===== config.mk =====
export PLATFORM = sky130hd
export DESIGN_NAME = pmp_port
export DESIGN_NICKNAME = d
export VERILOG_FILES = /design/src/pmp_pkg.sv /design/src/pmp_port.sv
export SDC_FILE = /design/constraint.sdc
export NUM_CORES = 1
export LEC_CHECK = 0
export BUFFER_PORTS_ARGS = -buffer_cell sky130_fd_sc_hd__buf_4
export CAP_MARGIN = 25
export CORE_MARGIN = 4
export CORE_UTILIZATION = 60
export DETAILED_ROUTE_END_ITERATION = 12
export HOLD_SLACK_MARGIN = 0.03
export PLACE_DENSITY = 0.77
export SLEW_MARGIN = 20
export SYNTH_ARGS = -nofsm -noshare
export SYNTH_HDL_FRONTEND = slang
export SYNTH_SLANG_ARGS = --single-unit

===== constraint.sdc =====
create_clock -name clock_in -period 3.4 [get_ports clock_in]
set_input_delay 0.17 -clock clock_in [delete_from_list [all_inputs] [get_ports clock_in]]
set_output_delay 0.17 -clock clock_in [all_outputs]
set_load 0.02 [all_outputs]

===== src/pmp_pkg.sv =====
// shared constants, carrier structs and state codes of the phy mii port
package pmp_pkg;
   // -------------------------------------------------------------------
   // clocking
   // -------------------------------------------------------------------
   localparam int CLK_MHZ    = 100;                  // system clock rate
   localparam int REF_MHZ    = 25;                   // fast mii clock rate
   localparam int SLOW_RATIO = 10;                   // 25 MHz / 2.5 MHz
   localparam int DIV_FAST   = CLK_MHZ / REF_MHZ;    // cycles per 25 MHz period
   localparam int DIV_SLOW   = DIV_FAST * SLOW_RATIO; // cycles per 2.5 MHz period
   localparam int DIV_W      = $clog2(DIV_SLOW);
   localparam logic [DIV_W-1:0] DIV_RST = '0;

   // -------------------------------------------------------------------
   // heartbeat
   // -------------------------------------------------------------------
   localparam int HB_NS  = 1000;                     // sqe pulse, about 1 us
   localparam int HB_CYC = (HB_NS * CLK_MHZ + 999) / 1000;
   localparam int HB_W   = $clog2(HB_CYC + 1);

   // -------------------------------------------------------------------
   // management frame
   // -------------------------------------------------------------------
   localparam int PRE_BITS  = 32;                    // preamble ones
   localparam int HDR_BITS  = 13;                    // start bit 2, op, phy, reg
   localparam int DATA_BITS = 16;
   localparam int MCNT_W    = 6;
   localparam int HDR_START = 12;                    // second start bit position
   localparam int HDR_OP    = 10;                    // op field low bit
   localparam int HDR_PHY   = 5;                     // phy address low bit
   localparam logic [1:0] OP_READ = 2'h2;
   localparam logic [DATA_BITS-1:0] STAT_RST = 16'h0000;

   // line side receive word: nibble and invalid code flag
   typedef struct packed {
      logic       err;
      logic [3:0] nib;
   } pmp_rx_word_t;

   // line side transmit word: nibble and halt substitution
   typedef struct packed {
      logic       halt;
      logic [3:0] nib;
   } pmp_tx_word_t;

   // management engine states
   typedef enum logic [3:0] {
      MS_PRE  = 4'h1,
      MS_HDR  = 4'h2,
      MS_TA   = 4'h4,
      MS_DATA = 4'h8
   } pmp_mstate_t;
endpackage : pmp_pkg


===== src/pmp_port.sv =====
// phy side mii port: clocks, carrier, collision, data paths and management
//
// How it works
// management clock from the manager stays at or below 25 MHz.
// management clock and data are synchronised, any phase works at rates up to 25 MHz.
// management data is open drain, driven low only while answering.
// half duplex: carrier sense follows receive or transmit activity.
// full duplex: carrier sense follows receive activity only.
// half duplex: collision while transmit and receive overlap.
// 10 Mb/s half duplex with heartbeat: 1 us collision after transmit.
// full duplex: collision always low, no heartbeat.
// transmit clock 25 MHz or 2.5 MHz divided from the 100 MHz system clock.
// mac presents transmit nibbles synchronous to the transmit clock.
// mac holds transmit enable exactly while nibbles are valid.
// 100 Mb/s: transmit error with enable sends halt instead of data.
// 10 Mb/s: transmit error is ignored entirely.
// receive clock 25 MHz or 2.5 MHz.
// receive nibbles change on the falling receive clock edge.
// 100 Mb/s: receive error marks an invalid code group.
// receive data valid marks nibbles, updated on the falling edge.
// in reset or without link, status outputs stay low.
`timescale 1ns/1ps

// ----------------------------------------------------------------------
// receive buffer
// ----------------------------------------------------------------------
module pmp_fifo #(
   parameter int W     = 5,
   parameter int DEPTH = 8
) (
   // clock and reset
   input  wire logic         clock_in,
   input  wire logic         rst_n_in,
   // fill side
   input  wire logic [W-1:0] in_data_in,
   input  wire logic         in_valid_in,
   output logic              in_ready_out,
   // drain side
   output logic [W-1:0]      out_data_out,
   output logic              out_valid_out,
   input  wire logic         out_ready_in
);
   localparam int AW = $clog2(DEPTH);

   // refuse depths that the wrapping pointers cannot serve
   if (DEPTH < 2 || (1 << AW) != DEPTH) begin : g_bad_depth
      $error("depth must be a power of two");
   end

   typedef struct packed {
      logic [DEPTH-1:0][W-1:0] mem;
      logic [AW-1:0]           wp;
      logic [AW-1:0]           rp;
      logic [AW:0]             cnt;
      logic                    room;
   } pmp_fifo_st_t;

   pmp_fifo_st_t st;
   pmp_fifo_st_t next_st;
   logic         push;
   logic         pop;

   // push and pop bookkeeping, room kept in a flop
   always_comb begin
      next_st = st;
      push = in_valid_in && st.room;
      pop = out_ready_in && (st.cnt != '0);
      if (push) begin
         next_st.mem[st.wp] = in_data_in;
         next_st.wp = st.wp + 1'b1;
      end
      if (pop) next_st.rp = st.rp + 1'b1;
      next_st.cnt = st.cnt + {{AW{1'b0}}, push} - {{AW{1'b0}}, pop};
      next_st.room = (next_st.cnt != DEPTH[AW:0]);
   end

   // state register
   always_ff @(posedge clock_in or negedge rst_n_in) begin
      if (!rst_n_in) begin
         st <= '0;
         st.room <= 1'b1;
      end else begin
         st <= next_st;
      end
   end

   assign in_ready_out  = st.room;
   assign out_valid_out = (st.cnt != '0);
   assign out_data_out  = st.mem[st.rp];
endmodule : pmp_fifo

// ----------------------------------------------------------------------
// port top
// ----------------------------------------------------------------------
module pmp_port #(
   parameter int RX_DEPTH = 8
) (
   // clock and reset
   input  wire logic                  clock_in,
   input  wire logic                  rst_n_in,
   // mode
   input  wire logic                  speed_100_in,
   input  wire logic                  full_duplex_in,
   input  wire logic                  link_up_in,
   input  wire logic                  heartbeat_en_in,
   input  wire logic [4:0]            phy_addr_in,
   // mac transmit
   input  wire logic [3:0]            txd_in,
   input  wire logic                  tx_en_in,
   input  wire logic                  tx_er_in,
   output logic                       tx_clk_out,
   // mac receive and status
   output logic [3:0]                 rxd_out,
   output logic                       rx_dv_out,
   output logic                       rx_er_out,
   output logic                       rx_clk_out,
   output logic                       crs_out,
   output logic                       col_out,
   // management
   input  wire logic                  mdc_in,
   input  wire logic                  mdio_in,
   output logic                       mdio_out,
   output logic                       mdio_oe_out,
   // line transmit
   output pmp_pkg::pmp_tx_word_t      tx_word_out,
   output logic                       tx_valid_out,
   // line receive
   input  wire pmp_pkg::pmp_rx_word_t rx_word_in,
   input  wire logic                  rx_valid_in,
   output logic                       rx_ready_out,
   input  wire logic                  rx_carrier_in
);
   // refuse a receive buffer too small to decouple line and mii
   if (RX_DEPTH < 2) begin : g_bad_rx_depth
      $error("receive buffer too small");
   end

   typedef struct packed {
      logic [pmp_pkg::DIV_W-1:0]     div;
      logic                          mclk;
      logic [2:0]                    mdc_s;
      logic [2:0]                    mdio_s;
      logic                          mdc_lvl;
      logic                          mdio_lvl;
      pmp_pkg::pmp_mstate_t          ms;
      logic [pmp_pkg::MCNT_W-1:0]    mcnt;
      logic [pmp_pkg::HDR_BITS-2:0]  hdr;
      logic                          rd;
      logic [pmp_pkg::DATA_BITS-1:0] msh;
      logic                          md_oe;
      logic                          tx_act;
      logic [pmp_pkg::HB_W-1:0]      hb;
      pmp_pkg::pmp_tx_word_t         txw;
      logic                          txv;
      logic [3:0]                    rxd;
      logic                          rxdv;
      logic                          rxer;
      logic                          crs;
      logic                          col;
   } pmp_st_t;

   pmp_st_t                  st;
   pmp_st_t                  next_st;
   logic [pmp_pkg::DIV_W-1:0] period;
   logic                     rise_en;
   logic                     fall_en;
   logic                     half;
   logic                     mdc_n;
   logic                     mdio_n;
   logic                     mrise;
   logic [pmp_pkg::HDR_BITS-1:0] hword;
   pmp_pkg::pmp_rx_word_t    f_data;
   logic                     f_valid;
   logic [pmp_pkg::DATA_BITS-1:0] stat_word;

   // receive buffer between line and mii
   pmp_fifo #(
      .W     ($bits(pmp_pkg::pmp_rx_word_t)),
      .DEPTH (RX_DEPTH)
   ) u_rx_fifo (
      .clock_in      (clock_in),
      .rst_n_in      (rst_n_in),
      .in_data_in    (rx_word_in),
      .in_valid_in   (rx_valid_in),
      .in_ready_out  (rx_ready_out),
      .out_data_out  (f_data),
      .out_valid_out (f_valid),
      .out_ready_in  (fall_en)
   );

   // clock divider enables
   always_comb begin
      period = speed_100_in ? pmp_pkg::DIV_FAST[pmp_pkg::DIV_W-1:0]
                            : pmp_pkg::DIV_SLOW[pmp_pkg::DIV_W-1:0];
      rise_en = (st.div >= period - 1'b1);
      fall_en = st.mclk & (st.div == (period >> 1) - 1'b1);
      half = ~speed_100_in & ~full_duplex_in;
   end

   // status word returned on management reads
   assign stat_word = pmp_pkg::STAT_RST |
                      {12'h000, heartbeat_en_in, full_duplex_in, speed_100_in, link_up_in};

   // next state of the whole port
   always_comb begin
      next_st = st;
      // mii clocks, rising only on a sampling cycle so that a speed change
      // never shows the mac an edge that takes no nibble
      next_st.div = rise_en ? pmp_pkg::DIV_RST : st.div + 1'b1;
      next_st.mclk = rise_en | (st.mclk & (next_st.div < (period >> 1)));
      // transmit sampling on the rising mii clock edge
      if (rise_en) begin
         next_st.tx_act = tx_en_in;
         next_st.txv = tx_en_in;
         next_st.txw.nib = txd_in;
         next_st.txw.halt = speed_100_in & tx_en_in & tx_er_in;
      end
      // heartbeat after the end of a 10 Mb/s half duplex transmission
      if (st.hb != '0) next_st.hb = st.hb - 1'b1;
      if (rise_en && st.tx_act && !tx_en_in && half && heartbeat_en_in && link_up_in)
         next_st.hb = pmp_pkg::HB_CYC[pmp_pkg::HB_W-1:0];
      if (full_duplex_in || !link_up_in) next_st.hb = '0;
      // carrier and collision
      next_st.crs = link_up_in &
                    (rx_carrier_in | (next_st.tx_act & ~full_duplex_in));
      next_st.col = link_up_in & ~full_duplex_in &
                    ((next_st.tx_act & rx_carrier_in) | (next_st.hb != '0));
      // receive nibbles leave on the falling mii clock edge
      if (fall_en) begin
         next_st.rxdv = link_up_in & f_valid;
         next_st.rxd = f_valid ? f_data.nib : 4'h0;
         next_st.rxer = link_up_in & f_valid & speed_100_in & f_data.err;
      end
      if (!link_up_in) begin
         next_st.rxdv = 1'b0;
         next_st.rxer = 1'b0;
      end
      // management synchroniser and filter
      next_st.mdc_s = {st.mdc_s[1:0], mdc_in};
      next_st.mdio_s = {st.mdio_s[1:0], mdio_in};
      mdc_n = (st.mdc_s[1] == st.mdc_s[2]) ? st.mdc_s[2] : st.mdc_lvl;
      mdio_n = (st.mdio_s[1] == st.mdio_s[2]) ? st.mdio_s[2] : st.mdio_lvl;
      next_st.mdc_lvl = mdc_n;
      next_st.mdio_lvl = mdio_n;
      hword = {st.hdr, mdio_n};
      mrise = mdc_n & ~st.mdc_lvl;
      // management frame engine, one step per management clock rise
      if (mrise) begin
         case (st.ms)
            pmp_pkg::MS_PRE: begin
               if (mdio_n) begin
                  if (st.mcnt < pmp_pkg::PRE_BITS[pmp_pkg::MCNT_W-1:0])
                     next_st.mcnt = st.mcnt + 1'b1;
               end else if (st.mcnt == pmp_pkg::PRE_BITS[pmp_pkg::MCNT_W-1:0]) begin
                  next_st.ms = pmp_pkg::MS_HDR;
                  next_st.mcnt = '0;
               end else begin
                  next_st.mcnt = '0;
               end
            end
            pmp_pkg::MS_HDR: begin
               next_st.hdr = hword[pmp_pkg::HDR_BITS-2:0];
               next_st.mcnt = st.mcnt + 1'b1;
               if (st.mcnt == pmp_pkg::MCNT_W'(pmp_pkg::HDR_BITS - 1)) begin
                  next_st.mcnt = '0;
                  next_st.ms = hword[pmp_pkg::HDR_START] ? pmp_pkg::MS_TA
                                                         : pmp_pkg::MS_PRE;
                  next_st.rd = (hword[pmp_pkg::HDR_OP +: 2] == pmp_pkg::OP_READ) &&
                               (hword[pmp_pkg::HDR_PHY +: 5] == phy_addr_in);
               end
            end
            pmp_pkg::MS_TA: begin
               next_st.md_oe = st.rd;
               next_st.msh = stat_word;
               next_st.ms = pmp_pkg::MS_DATA;
            end
            pmp_pkg::MS_DATA: begin
               if (st.mcnt == pmp_pkg::DATA_BITS[pmp_pkg::MCNT_W-1:0]) begin
                  next_st.md_oe = 1'b0;
                  next_st.rd = 1'b0;
                  next_st.mcnt = '0;
                  next_st.ms = pmp_pkg::MS_PRE;
               end else begin
                  next_st.md_oe = st.rd & ~st.msh[pmp_pkg::DATA_BITS-1];
                  next_st.msh = {st.msh[pmp_pkg::DATA_BITS-2:0], 1'b0};
                  next_st.mcnt = st.mcnt + 1'b1;
               end
            end
            default: begin
               next_st.ms = pmp_pkg::MS_PRE;
               next_st.md_oe = 1'b0;
               next_st.mcnt = '0;
            end
         endcase
      end
   end

   // state register
   always_ff @(posedge clock_in or negedge rst_n_in) begin
      if (!rst_n_in) begin
         st <= '0;
         st.ms <= pmp_pkg::MS_PRE;
      end else begin
         st <= next_st;
      end
   end

   // outputs straight from the state flops, except mdio_out, which is tied low
   assign tx_clk_out   = st.mclk;
   assign rx_clk_out   = st.mclk;
   assign rxd_out      = st.rxd;
   assign rx_dv_out    = st.rxdv;
   assign rx_er_out    = st.rxer;
   assign crs_out      = st.crs;
   assign col_out      = st.col;
   assign mdio_out     = 1'b0;       // open drain: only ever pulls low
   assign mdio_oe_out  = st.md_oe;
   assign tx_word_out  = st.txw;
   assign tx_valid_out = st.txv;
endmodule : pmp_port


==> impl_metrics.ini <==
[finish]
final_area_um2 = 7180
layout_common_cells = dfrtp_1 (126), mux2_2 (66), buf_4 (46), nand2_1 (24), nor2_1 (22)
layout_commonest_cell = dfrtp_1
layout.nets = 574
area_delta_synth_final_pct = 20.6
drive_above_1_share_pct = 30.3
utilization_pct = 73.8
filler_cell_count = 641

[critical_path]
worstPathArrival_ns = 3.24
cp-start-kind = flip-flop
r2r_cells = 11
r2r-end = u_rx_fifo.in_ready_out$_DFF_PN1_
crit_path_end_kind = flip-flop
r2r_slack_ns = 0.61
cp_data_required_time_ns = 3.85
crit_path_max_fanout = 7
crit_type = flip-flop to flip-flop
r2r-start = st[73]$_DFF_PN0_

[cts]
post-cts-setup-buffers = 0
cts_sinks = 128
htreeDepth = 4
cts_max_path_buffers = 2
cts_tree = done
clk_pin_slew_ns = 0.06
cts-buffers-inserted = 17
post_cts_resized = 0
root_buffer = clkbuf_8
cts-hold-fix-buffers = 21
clk_latency_ns = 0.52

[synth]
synth_warnings = 0
synth_cell_types = 59
synth_fp_nets = 510
synth_edf_count = 0
synth_top_area_share_pct = 53.0
yosys-top-cells-area = dfrtp_1 (53%), mux2_2 (12%), mux4_2 (3.8%)
ys_seq_area_share_pct = 53.8
ys.flop_type = dfrtp_1
synth_area_leader_cell = dfrtp_1
ys_seq_elements = 128
synthArstFlopShare_pct = 100
syn_area_um2 = 5950
syn-instance-count = 467
syn_area_per_cell_um2 = 12.8

[sta]
hold_ws_ns = 0.0752
tightestPinTransition_ns = 0.967
grt_setup_unrepaired = no
setup_tns_ns = 0
drv_slew = 0
fin_skew_ns = 0.00870
finalCriticalPeriod_ns = 2.79
fin_crit_sh_pct = 82.1
finalHoldViolations = 0
max_freq_mhz = 358
setup_violations = 0
slew_headroom_pct = 35.0

[drt]
drc_errors = 0
drtPass1Iterations = 4
via_count = 3854
post_drt_via_cell_ratio = 5.68
antenna_left = 0
wl_per_cell_um = 17.4
routed_wirelength_um = 11800
drt_iter0_drc = 152

[die]
dieWidth_um = 108
start_util_pct = 61.2
die-area_um2 = 11600
fp.coreArea_um2 = 9730
num_rows = 36
io_pins = 45
die_h_um = 108

[place]
io_buffer_count = 43
placed_area_um2 = 6340
globalplace.congestion = 0.877
hpwl_um = 7800

[global_routing]
grt_pass1_vias = 4004
grt_overflow = 0
grt_pass1_wl_um = 19700
antenna_found_initial = 0
grt_max_degree = 70
gr-usage-all-layers_pct = 22.2

[power]
intPower_mw = 4.34
p_switching_mw = 2.02
pwr-share-clk_pct = 29.9
switching_share_pct = 31.7
power_frac_seq_pct = 38.0
p_leak_nw = 3.26
ir_worst_vdd_uv = 733
cellPowerDensity_nw_per_um2 = 886
power_frac_comb_pct = 32.1
total_power_mw = 6.36

[worst_hold_path]
hold_class = primary input to flip-flop
hold_end = st[39]$_DFFE_PN0P_
min_path_cells = 5
worstHoldStart = phy_addr_in[4]

[run_status]
outcome = finished clean

[run]
maxCapViolCount = 0
## cell type report
cell class | instances | area (um2) | share of cell area (%)
sequential | 128 | 3210 | 44.6
multi-input combinational | 298 | 2550 | 35.6
clock inverter | 13 | 184 | 2.56
antenna | 1 | 2.50 | 0.0349
inverter | 19 | 71.3 | 0.993
timing repair buffer | 67 | 556 | 7.74
clock buffer | 19 | 442 | 6.15
tap | 133 | 166 | 2.32
## Yosys cell counts, drive strengths merged, types with 2 or more instances
| cell type | number |
|---|---|
| maj3 | 2 |
| clkbuf | 8 |
| nand4 | 3 |
| mux2 | 66 |
| nand3 | 10 |
| o31ai | 6 |
| mux2i | 5 |
| nand2 | 24 |
| o21a | 2 |
| o21ai | 14 |
| and3b | 2 |
| inv | 19 |
| xor2 | 9 |
| mux4 | 10 |
| buf | 14 |
| or4b | 2 |
| dfrtp | 126 |
| or4 | 4 |
| ha | 16 |
| nor3b | 2 |
| nor2b | 9 |
| a31oi | 4 |
| dfstp | 2 |
| nor4 | 2 |
| a22o | 20 |
| nor2 | 22 |
| nor3 | 6 |
| a21oi | 9 |
| nor4b | 6 |
| a21o | 3 |
| o2111ai | 2 |
| xnor2 | 10 |
| nand2b | 6 |
| nand4b | 2 |
| and3 | 3 |
## kinds of logic (layout without fill, tap and decap cells)
family	count (synthesis)	count (layout)	share of synthesized area, %
fa+ha+maj	19	19	4.03
mux	81	81	17.1
flops	128	128	53.8
xor+xnor	19	19	2.79
other cells	1	2	0.0630
simple gates	108	108	10.3
buf+inv	41	118	3.30
compound gates	70	70	8.62
## stage by stage
stage,instances,worst slack [ns]
2_1_floorplan,467,0.707
3_3_place_gp,624,0.769
3_5_place_dp,624,0.630
4_1_cts,677,0.615
5_1_grt,677,0.367
6_report,678,0.610
## power groups by stage
stage	Combinational [mW]	Sequential (mW)	Clock [mW]
5_1_grt	2.26	2.49	2.00
3_3_place_gp	1.94	2.40	0
4_1_cts	2.06	2.42	1.93
3_5_place_dp	2.01	2.44	0
2_1_floorplan	1.66	2.30	0
6_report	2.04	2.42	1.90
## how the worst max path moves through the flow
stage | startpoint | endpoint | slack [ns] | cells after the start
final | st[73]$_DFF_PN0_ | u_rx_fifo.in_ready_out$_DFF_PN1_ | 0.61 | 11
after global routing | st[73]$_DFF_PN0_ | u_rx_fifo.in_ready_out$_DFF_PN1_ | 0.37 | 11
after CTS | st[73]$_DFF_PN0_ | u_rx_fifo.in_ready_out$_DFF_PN1_ | 0.62 | 11
after detailed placement | st[73]$_DFF_PN0_ | u_rx_fifo.in_ready_out$_DFF_PN1_ | 0.63 | 11
after global placement | st[73]$_DFF_PN0_ | u_rx_fifo.in_ready_out$_DFF_PN1_ | 0.77 | 11
after floorplan | st[73]$_DFF_PN0_ | u_rx_fifo.in_ready_out$_DFF_PN1_ | 0.71 | 11
## critical path: stages, from the launching register on
cell and delay [ns]:
dfrtp_1 0.44, nor4b_1 0.36, o211ai_1 0.33, a31oi_2 0.28
ha_1 0.26, inv_1 0.06, ha_1 0.16, inv_1 0.06
fa_1 0.47, inv_1 0.05, nor3_1 0.18, nand2_1 0.08
## flip-flops by register name (all words and copies together), names as in the netlist, 4 cells and up
name and cells:
u_rx_fifo.st 50, tx_word_out 5, next_st 4, st 45, hword 12, rxd_out 4
## routing by layer
metal	global-route usage, %	vias to the layer above	wire length [um]
met5	0	-	0
met2	37.3	61	6200
met3	6.00	14	286
met1	27.6	1957	5110
met4	8.39	0	175
li1	-	1822	-
Note: power is estimated with default switching activity, not from simulation.
